### config.mk
export PLATFORM = sky130hd
export DESIGN_NAME = udma_data_in_pause_terminate
export DESIGN_NICKNAME = d
export VERILOG_FILES = /design/src/rtl/udma_word_fifo.v /design/src/rtl/udma_data_in_pause_terminate.v
export VERILOG_INCLUDE_DIRS = /design/src /design/src/rtl
export SDC_FILE = /design/constraint.sdc
export NUM_CORES = 1
export LEC_CHECK = 0
export CAP_MARGIN = 25
export CORE_ASPECT_RATIO = 2
export CORE_MARGIN = 1.5
export CORE_UTILIZATION = 49
export CTS_CLUSTER_DIAMETER = 100
export DETAILED_ROUTE_END_ITERATION = 7
export DONT_BUFFER_PORTS = 1
export PLACE_DENSITY = 0.75
export SYNTH_ARGS = -nofsm -noshare
export SYNTH_HDL_FRONTEND = slang
export SYNTH_HIERARCHICAL = 1
export SYNTH_SLANG_ARGS = --single-unit
### constraint.sdc
create_clock -name CLK_SYS_IN -period 7.5 [get_ports CLK_SYS_IN]
set_clock_uncertainty 0.15 [all_clocks]
set_input_delay 0.75 -clock CLK_SYS_IN [delete_from_list [all_inputs] [get_ports CLK_SYS_IN]]
set_output_delay 0.75 -clock CLK_SYS_IN [all_outputs]
set_load 0.005 [all_outputs]
### src/rtl/udma_din_consts.vh
// Timing and protocol constants for the Ultra DMA data-in pause and termination block
`ifndef UDMA_DIN_CONSTS_VH
`define UDMA_DIN_CONSTS_VH

// System clock period
`define CLK_PERIOD_NS   40
// Least data setup time before a strobe edge
`define T_DVS_NS        70
// Least spacing between two strobe edges
`define T_CYC_NS        120
// Least time from the last strobe edge to request negation
`define T_SS_NS         50

// Least times round up to whole cycles
`define DVS_CYC ((`T_DVS_NS + `CLK_PERIOD_NS - 1) / `CLK_PERIOD_NS)
`define CYC_CYC ((`T_CYC_NS + `CLK_PERIOD_NS - 1) / `CLK_PERIOD_NS)
`define SS_CYC  ((`T_SS_NS + `CLK_PERIOD_NS - 1) / `CLK_PERIOD_NS)
`define GAP_CYC ((`CYC_CYC > `SS_CYC) ? `CYC_CYC : `SS_CYC)

// Burst state codes
`define ST_IDLE 3'h0
`define ST_REQ  3'h1
`define ST_WAIT 3'h2
`define ST_XFER 3'h3
`define ST_SETUP 3'h4
`define ST_TERM 3'h5

// Checksum defaults
`define CRC_POLY_DEF 16'h1021
`define CRC_SEED_DEF 16'h4aba

// Bus widths
`define DATA_W 16
`define SYNC_W 19
`endif

### src/rtl/udma_word_fifo.v
// Word FIFO with a registered output stage between user data and the strobe engine
module udma_word_fifo #(
  parameter WIDTH = 16,
  parameter DEPTH = 8,
  parameter AW    = 3
) (
  input  wire             clk_in,
  input  wire             resetn_in,
  input  wire [WIDTH-1:0] in_data_in,
  input  wire             in_valid_in,
  output reg              in_ready_out,
  output reg  [WIDTH-1:0] out_data_out,
  output reg              out_valid_out,
  input  wire             out_ready_in
);
  reg [WIDTH-1:0] mem [0:DEPTH-1];
  reg [AW-1:0]    wr_ptr_q;
  reg [AW-1:0]    rd_ptr_q;
  reg [AW:0]      count_q;
  reg [AW:0]      count_d;
  wire            push;
  wire            pop;

  assign push = in_valid_in & in_ready_out;
  assign pop  = (count_q != {(AW+1){1'b0}}) & (~out_valid_out | out_ready_in);

  always @* begin
    count_d = count_q;
    if (push & ~pop) begin
      count_d = count_q + 1'b1;
    end else if (pop & ~push) begin
      count_d = count_q - 1'b1;
    end
  end

  always @(posedge clk_in) begin
    if (push) begin
      mem[wr_ptr_q] <= in_data_in;
    end
  end

  always @(posedge clk_in or negedge resetn_in) begin
    if (!resetn_in) begin
      wr_ptr_q      <= {AW{1'b0}};
      rd_ptr_q      <= {AW{1'b0}};
      count_q       <= {(AW+1){1'b0}};
      in_ready_out  <= 1'b0;
      out_valid_out <= 1'b0;
      out_data_out  <= {WIDTH{1'b0}};
    end else begin
      count_q      <= count_d;
      in_ready_out <= (count_d < DEPTH);
      if (push) begin
        wr_ptr_q <= (wr_ptr_q == DEPTH - 1) ? {AW{1'b0}} : wr_ptr_q + 1'b1;
      end
      if (pop) begin
        out_data_out  <= mem[rd_ptr_q];
        out_valid_out <= 1'b1;
        rd_ptr_q      <= (rd_ptr_q == DEPTH - 1) ? {AW{1'b0}} : rd_ptr_q + 1'b1;
      end else if (out_ready_in) begin
        out_valid_out <= 1'b0;
      end
    end
  end
endmodule // udma_word_fifo

### src/rtl/udma_data_in_pause_terminate.v
// Device end of an Ultra DMA data-in burst: strobing, pausing, termination and checksum exchange
//
// Overview of operation
// - Device never pauses a burst before its first word has gone out.
// - Device pauses by withholding strobe edges and resumes with the next edge.
// - Device stops strobing promptly once host ready is negated.
// - Device ends burst by dropping request at least tSS after last edge.
// - Device releases the data bus in the same cycle as it drops request.
// - Low strobe is raised after stop without data and held to the end.
// - Device captures the host checksum when acknowledge is negated.
// - Device compares checksums and reports only the first miscompare per command.
// - Device releases the strobe pin promptly after acknowledge is negated.
// - Device drops request soon after stop and keeps it low to the end.
`include "udma_din_consts.vh"
module udma_data_in_pause_terminate #(
  parameter FIFO_DEPTH = 8,
  parameter FIFO_AW    = 3,
  parameter CRC_POLY   = `CRC_POLY_DEF,
  parameter CRC_SEED   = `CRC_SEED_DEF
) (
  input  wire                CLK_SYS_IN,
  input  wire                RESETN_IN,
  input  wire [`DATA_W-1:0]  WORD_IN,
  input  wire                WORD_VALID_IN,
  output wire                WORD_READY_OUT,
  input  wire                BURST_REQ_IN,
  input  wire                PAUSE_IN,
  input  wire                TERMINATE_IN,
  input  wire                CMD_DONE_IN,
  output reg                 CRC_ERR_OUT,
  output reg                 CRC_REPORT_OUT,
  output reg                 BURST_ACTIVE_OUT,
  output reg                 DMARQ_OUT,
  input  wire                DMACK_N_IN,
  input  wire                STOP_IN,
  input  wire                HDMARDY_N_IN,
  output reg                 DSTROBE_OUT,
  output reg                 DSTROBE_OE_N_OUT,
  input  wire [`DATA_W-1:0]  DD_IN,
  output reg  [`DATA_W-1:0]  DD_OUT,
  output reg                 DD_OE_N_OUT
);
  localparam integer DVS_INT = `DVS_CYC;
  localparam integer GAP_INT = `GAP_CYC;
  localparam [3:0]   DVS_CYC = DVS_INT[3:0];
  localparam [3:0]   GAP_CYC = GAP_INT[3:0];

  function [15:0] crc_next;
    input [15:0] crc;
    input [15:0] data;
    integer i;
    reg [15:0] c;
    begin
      c = crc;
      for (i = 15; i >= 0; i = i - 1) begin
        c = {c[14:0], 1'b0} ^ ((c[15] ^ data[i]) ? CRC_POLY : 16'h0000);
      end
      crc_next = c;
    end
  endfunction

  reg  [`SYNC_W-1:0] sync1_q;
  reg  [`SYNC_W-1:0] sync2_q;
  reg                dmack_n_prev_q;
  reg  [2:0]         state_q;
  reg  [3:0]         cnt_q;
  reg                first_done_q;
  reg  [15:0]        crc_q;
  reg                err_q;
  wire               dmack_n_s;
  wire               stop_s;
  wire               hdmardy_n_s;
  wire [15:0]        dd_s;
  wire               dmack_rise;
  wire [15:0]        fifo_data;
  wire               fifo_valid;
  wire               fifo_pop;
  wire               may_strobe;
  wire               dev_term;
  wire               miscmp;

  udma_word_fifo #(
    .WIDTH (`DATA_W),
    .DEPTH (FIFO_DEPTH),
    .AW    (FIFO_AW)
  ) u_fifo (
    .clk_in        (CLK_SYS_IN),
    .resetn_in     (RESETN_IN),
    .in_data_in    (WORD_IN),
    .in_valid_in   (WORD_VALID_IN),
    .in_ready_out  (WORD_READY_OUT),
    .out_data_out  (fifo_data),
    .out_valid_out (fifo_valid),
    .out_ready_in  (fifo_pop)
  );

  // Pin synchronisers
  always @(posedge CLK_SYS_IN or negedge RESETN_IN) begin
    if (!RESETN_IN) begin
      sync1_q        <= {3'h7, 16'h0000};
      sync2_q        <= {3'h7, 16'h0000};
      dmack_n_prev_q <= 1'b1;
    end else begin
      sync1_q        <= {DMACK_N_IN, STOP_IN, HDMARDY_N_IN, DD_IN};
      sync2_q        <= sync1_q;
      dmack_n_prev_q <= sync2_q[18];
    end
  end

  assign dmack_n_s   = sync2_q[18];
  assign stop_s      = sync2_q[17];
  assign hdmardy_n_s = sync2_q[16];
  assign dd_s        = sync2_q[15:0];
  assign dmack_rise  = dmack_n_s & ~dmack_n_prev_q;

  // Next word may be launched only with host ready and, once the first word is out, no pause or termination pending
  assign may_strobe = (state_q == `ST_XFER) & (cnt_q == 4'h0) & fifo_valid & ~hdmardy_n_s & ~stop_s
                    & ~(PAUSE_IN & first_done_q)
                    & ~(TERMINATE_IN & first_done_q);
  assign fifo_pop   = may_strobe;
  assign dev_term   = (state_q == `ST_XFER) & (cnt_q == 4'h0) & TERMINATE_IN & first_done_q;
  assign miscmp     = (state_q == `ST_TERM) & dmack_rise & (dd_s != crc_q);

  always @(posedge CLK_SYS_IN or negedge RESETN_IN) begin
    if (!RESETN_IN) begin
      state_q          <= `ST_IDLE;
      cnt_q            <= 4'h0;
      first_done_q     <= 1'b0;
      crc_q            <= 16'h0000;
      DMARQ_OUT        <= 1'b0;
      DSTROBE_OUT      <= 1'b1;
      DSTROBE_OE_N_OUT <= 1'b1;
      DD_OUT           <= 16'h0000;
      DD_OE_N_OUT      <= 1'b1;
      BURST_ACTIVE_OUT <= 1'b0;
    end else begin
      case (state_q)
        `ST_IDLE: begin
          if (BURST_REQ_IN) begin
            DMARQ_OUT        <= 1'b1;
            crc_q            <= CRC_SEED;
            first_done_q     <= 1'b0;
            BURST_ACTIVE_OUT <= 1'b1;
            state_q          <= `ST_REQ;
          end
        end
        `ST_REQ: begin
          if (!dmack_n_s) begin
            DSTROBE_OUT      <= 1'b1;
            DSTROBE_OE_N_OUT <= 1'b0;
            state_q          <= `ST_WAIT;
          end
        end
        `ST_WAIT: begin
          if (dmack_n_s) begin
            DSTROBE_OE_N_OUT <= 1'b1;
            DMARQ_OUT        <= 1'b0;
            BURST_ACTIVE_OUT <= 1'b0;
            state_q          <= `ST_IDLE;
          end else if (!stop_s && !hdmardy_n_s) begin
            cnt_q   <= 4'h0;
            state_q <= `ST_XFER;
          end
        end
        `ST_XFER: begin
          if (cnt_q != 4'h0) begin
            cnt_q <= cnt_q - 4'h1;
          end
          if (stop_s || dev_term) begin
            DMARQ_OUT   <= 1'b0;
            DD_OE_N_OUT <= 1'b1;
            state_q     <= `ST_TERM;
          end else if (may_strobe) begin
            DD_OUT      <= fifo_data;
            DD_OE_N_OUT <= 1'b0;
            crc_q       <= crc_next(crc_q, fifo_data);
            cnt_q       <= DVS_CYC - 4'h1;
            state_q     <= `ST_SETUP;
          end
        end
        `ST_SETUP: begin
          if (cnt_q == 4'h0) begin
            DSTROBE_OUT  <= ~DSTROBE_OUT;
            first_done_q <= 1'b1;
            cnt_q        <= GAP_CYC;
            state_q      <= `ST_XFER;
          end else begin
            cnt_q <= cnt_q - 4'h1;
          end
        end
        `ST_TERM: begin
          DMARQ_OUT   <= 1'b0;
          DD_OE_N_OUT <= 1'b1;
          if (stop_s && !DSTROBE_OUT) begin
            DSTROBE_OUT <= 1'b1;
          end
          if (dmack_rise) begin
            DSTROBE_OE_N_OUT <= 1'b1;
            BURST_ACTIVE_OUT <= 1'b0;
            state_q          <= `ST_IDLE;
          end
        end
        default: begin
          state_q <= `ST_IDLE;
        end
      endcase
    end
  end

  // First checksum error of a command is held until the command ends
  always @(posedge CLK_SYS_IN or negedge RESETN_IN) begin
    if (!RESETN_IN) begin
      err_q          <= 1'b0;
      CRC_ERR_OUT    <= 1'b0;
      CRC_REPORT_OUT <= 1'b0;
    end else begin
      CRC_REPORT_OUT <= CMD_DONE_IN;
      if (CMD_DONE_IN) begin
        CRC_ERR_OUT <= err_q | miscmp;
        err_q       <= 1'b0;
      end else if (miscmp) begin
        err_q <= 1'b1;
      end
    end
  end
endmodule // udma_data_in_pause_terminate

==> impl_metrics.env <==
export IMPL_outcome="finished, violations left"
export IMPL_die_x_um=106
export IMPL_max_freq_ghz=0.293
export IMPL_viasPerCell=5.50
export IMPL_synthSimpleGateAreaFrac_pct=7.57
export IMPL_relSlewSlack_pct=28.4
export IMPL_die_h_um=208
export IMPL_power_density_nw_per_um2=434
export IMPL_fin_crit_ns=3.41
export IMPL_synth_xor_xnor_area_share_pct=7.31
export IMPL_internal_power_w=0.00323
export IMPL_place_area_um2=10500
export IMPL_cts_tree="built"
export IMPL_ys_seq_elements=243
export IMPL_combPwrFrac_pct=37.1
export IMPL_netlist_area_um2=10300
export IMPL_synth_edff_count=128
export IMPL_first_global_vias=5982
export IMPL_yosysMostFrequentCell="edfxtp_1"
export IMPL_async_reset_ff_share_pct=47.3
export IMPL_synth_fa_ha_area_share_pct=1.34
export IMPL_synth_distinct_cells=59
export IMPL_yosys_area_top_type_share_pct=37.3
export IMPL_htree_levels=1
export IMPL_peakVddDrop_mv=0.280
export IMPL_io_pins=66
export IMPL_drc_errors=0
export IMPL_worstMarginPinSlew_ns=1.07
export IMPL_first_pass_iters=4
export IMPL_place_congestion=0.887
export IMPL_dieArea_um2=22000
export IMPL_rsz0062_at_grt="false"
export IMPL_setup_worst_path_class="reg2reg"
export IMPL_synth_area_leaders="edfxtp_1 (37%), dfrtp_1 (26%), mux2i_1 (6.2%)"
export IMPL_hpwl_um=13200
export IMPL_clock_latency_ns=0.52
export IMPL_syn_inst=757
export IMPL_arrival_ns=3.66
export IMPL_final_cell_area_um2=11400
export IMPL_worstReg2RegStart="state_q[2]"
export IMPL_end_kind="flip-flop"
export IMPL_r2r_slack_ns=4.09
export IMPL_syn_avg_cell_area_um2=13.6
export IMPL_grt_usage_pct=19.0
export IMPL_critical_path_required_ns=7.75
export IMPL_dp_cells=993
export IMPL_path_buf_inv=2
export IMPL_finalHoldViolations=6
export IMPL_numPortBuffers=0
export IMPL_cpMaxStageDelayCell="dfrtp_1"
export IMPL_ys_seq_area_share_pct=65.4
export IMPL_final_cells=1038
export IMPL_gr_total_overflow=0
export IMPL_core_area_um2=20600
export IMPL_fin_nets=808
export IMPL_yosysWarnings=6
export IMPL_drtIter0Drc=230
export IMPL_synthMuxAreaShare_pct=6.66
export IMPL_cts_sinks=243
export IMPL_fin_setup_tns_ns=0
export IMPL_period_share_pct=45.4
export IMPL_start_kind="flip-flop"
export IMPL_whs_ns=-0.0225
export IMPL_initial_core_util_pct=50.1
export IMPL_synth_nets=810
export IMPL_wl_per_cell_um=19.6
export IMPL_syn2layout_area_growth_pct=10.2
export IMPL_synth_compound_area_share_pct=8.22
export IMPL_drive_gt1_share_pct=10.6
export IMPL_r2r_end="u_fifo/in_ready_out"
export IMPL_worstPathCellList="nor2b_1 -> nand2_1 -> nor3_1 -> nor2b_1 -> a21oi_2 -> buf_4 -> inv_1 -> ha_1 -> nor3b_1 -> nor3b_1 -> a41oi_1 -> xor2_1"
export IMPL_p_seq_share_pct=39.1
export IMPL_finalWirelength_um=20300
export IMPL_yosysTopAreaCell="edfxtp_1"
export IMPL_grt_pass1_wl_um=32200
export IMPL_p_leak_nw=4.38
export IMPL_clockPowerShare_pct=23.8
export IMPL_violations="hold timing"
export IMPL_nFillCells=1658
export IMPL_critPathMaxStageDelay_ns=0.56
export IMPL_cts_buffer_depth=3
export IMPL_grt_max_degree=116
export IMPL_setup_viol=0
export IMPL_synth_top_family_by_area="compound AO/OA/AOI/OAI gates"
export IMPL_slew_viol_final=0
export IMPL_p_total_w=0.00493
export IMPL_drv_cap=0
export IMPL_ant_nets=0
export IMPL_antenna_found_initial=1
export IMPL_synth_flop_cell="edfxtp_1"
export IMPL_switching_share_pct=34.4
export IMPL_path_clk_slew_ns=0.07
export IMPL_cp_top_family="simple AND/OR/NAND/NOR gates"
export IMPL_hold_class="in2async"
export IMPL_numCtsBuffers=22
export IMPL_cp_max_fo=39
export IMPL_num_vias=5711
export IMPL_rr_worst_depth=12
export IMPL_placementRows=74
export IMPL_p_switching_w=0.00170
export IMPL_cts_root_buf="clkbuf_16"
export IMPL_synth_common_cells="edfxtp_1 (128), dfrtp_1 (105), nand2_1 (74), mux2i_1 (64), a22oi_1 (35)"
-- worst max path at each step --
stage / startpoint / depth (start not counted) / slack, ns / endpoint
final: state_q[2] / 12 / 4.09 / u_fifo/in_ready_out
after global routing: state_q[2] / 12 / 3.74 / u_fifo/in_ready_out
after CTS: state_q[2] / 12 / 4.16 / u_fifo/in_ready_out
after detailed placement: PAUSE_IN / 12 / 4.17 / u_fifo/in_ready_out
after global placement: PAUSE_IN / 12 / 4.28 / u_fifo/in_ready_out
after floorplan: WORD_VALID_IN / 2 / 4.37 / u_fifo/mem[0][0]
-- cells by family (layout without fill, tap and decap cells) --
kind of cell | count (synthesis) | after routing
buf+inv | 65 | 79
simple gates | 169 | 169
mux | 68 | 68
compound gates | 134 | 134
fa+ha+maj | 11 | 11
flops | 243 | 243
other cells | 0 | 1
xor+xnor | 67 | 67
-- power by group through the flow --
stage / sequential, W / clock (W) / combinational [W]
2_1_floorplan: 0.00184 / 0 / 0.00154
3_3_place_gp: 0.00200 / 0 / 0.00170
3_5_place_dp: 0.00201 / 0 / 0.00173
4_1_cts: 0.00199 / 0.00120 / 0.00175
5_1_grt: 0.00196 / 0.00125 / 0.00198
6_report: 0.00193 / 0.00118 / 0.00183
-- through the flow --
stage / worst slack (ns) / util [%] / hold WS [ns]
2_1_floorplan: 4.37 / - / 0.181
3_3_place_gp: 4.28 / 51.0 / 0.183
3_5_place_dp: 4.17 / 51.0 / 0.186
4_1_cts: 4.16 / 54.9 / 0.0336
5_1_grt: 3.74 / 55.3 / 0.0415
6_report: 4.09 / 55.3 / -0.0225
-- flip-flops by register name, indices dropped and copies added, names as in the netlist, named ones only --
signal                count
u_fifo/mem              128
sync1_q                  19
sync2_q                  19
DD_OUT                   16
crc_q                    16
u_fifo/out_data_out      16
cnt_q                     4
state_q                   3
u_fifo/count_q            3
u_fifo/rd_ptr_q           3
u_fifo/wr_ptr_q           3
BURST_ACTIVE_OUT          1
CRC_ERR_OUT               1
CRC_REPORT_OUT            1
DD_OE_N_OUT               1
DMARQ_OUT                 1
DSTROBE_OE_N_OUT          1
DSTROBE_OUT               1
dmack_n_prev_q            1
err_q                     1
first_done_q              1
u_fifo/in_ready_out       1
u_fifo/out_valid_out      1
-- repair_timing --
| action | in CTS | in global routing |
|---|---|---|
| resized for setup | 0 | 0 |
| endpoints found under the hold margin | 115 | 0 |
| setup buffers | 0 | 0 |
| hold buffers | 1 | 0 |
-- cell usage in the layout, fill, tap and decap left out, types with 23 or more instances in the layout --
cell type,Yosys,final
edfxtp_1,128,128
inv_1,30,30
a22oi_1,35,35
nand2_1,74,74
mux2i_1,64,64
o21ai_0,28,28
xor2_1,29,29
clkbuf_16,0,23
nor2_1,30,26
xnor2_1,25,25
a21oi_1,26,26
dfrtp_1,105,104
-- metal layers --
metal	share of wire (%)	up-vias	track usage, %	routed length [um]
met1	35	2828	19.3	7070
li1	-	2717	-	-
met4	4.1	0	8.99	836
met5	0	-	0	0
met2	57	119	37.0	11600
met3	4.3	47	3.07	871
-- area by class of cell --
type	instances	area (um^2)	area share (%)
flip-flops and latches	243	6740	59.3
multi-input cells	449	3270	28.8
clock buffers	33	648	5.71
well taps	266	333	2.93
repair buffers	8	128	1.12
clock inverters	7	118	1.04
inverters	31	116	1.02
diodes	1	2.50	0.0220
Note: power is estimated with default switching activity, not from simulation.
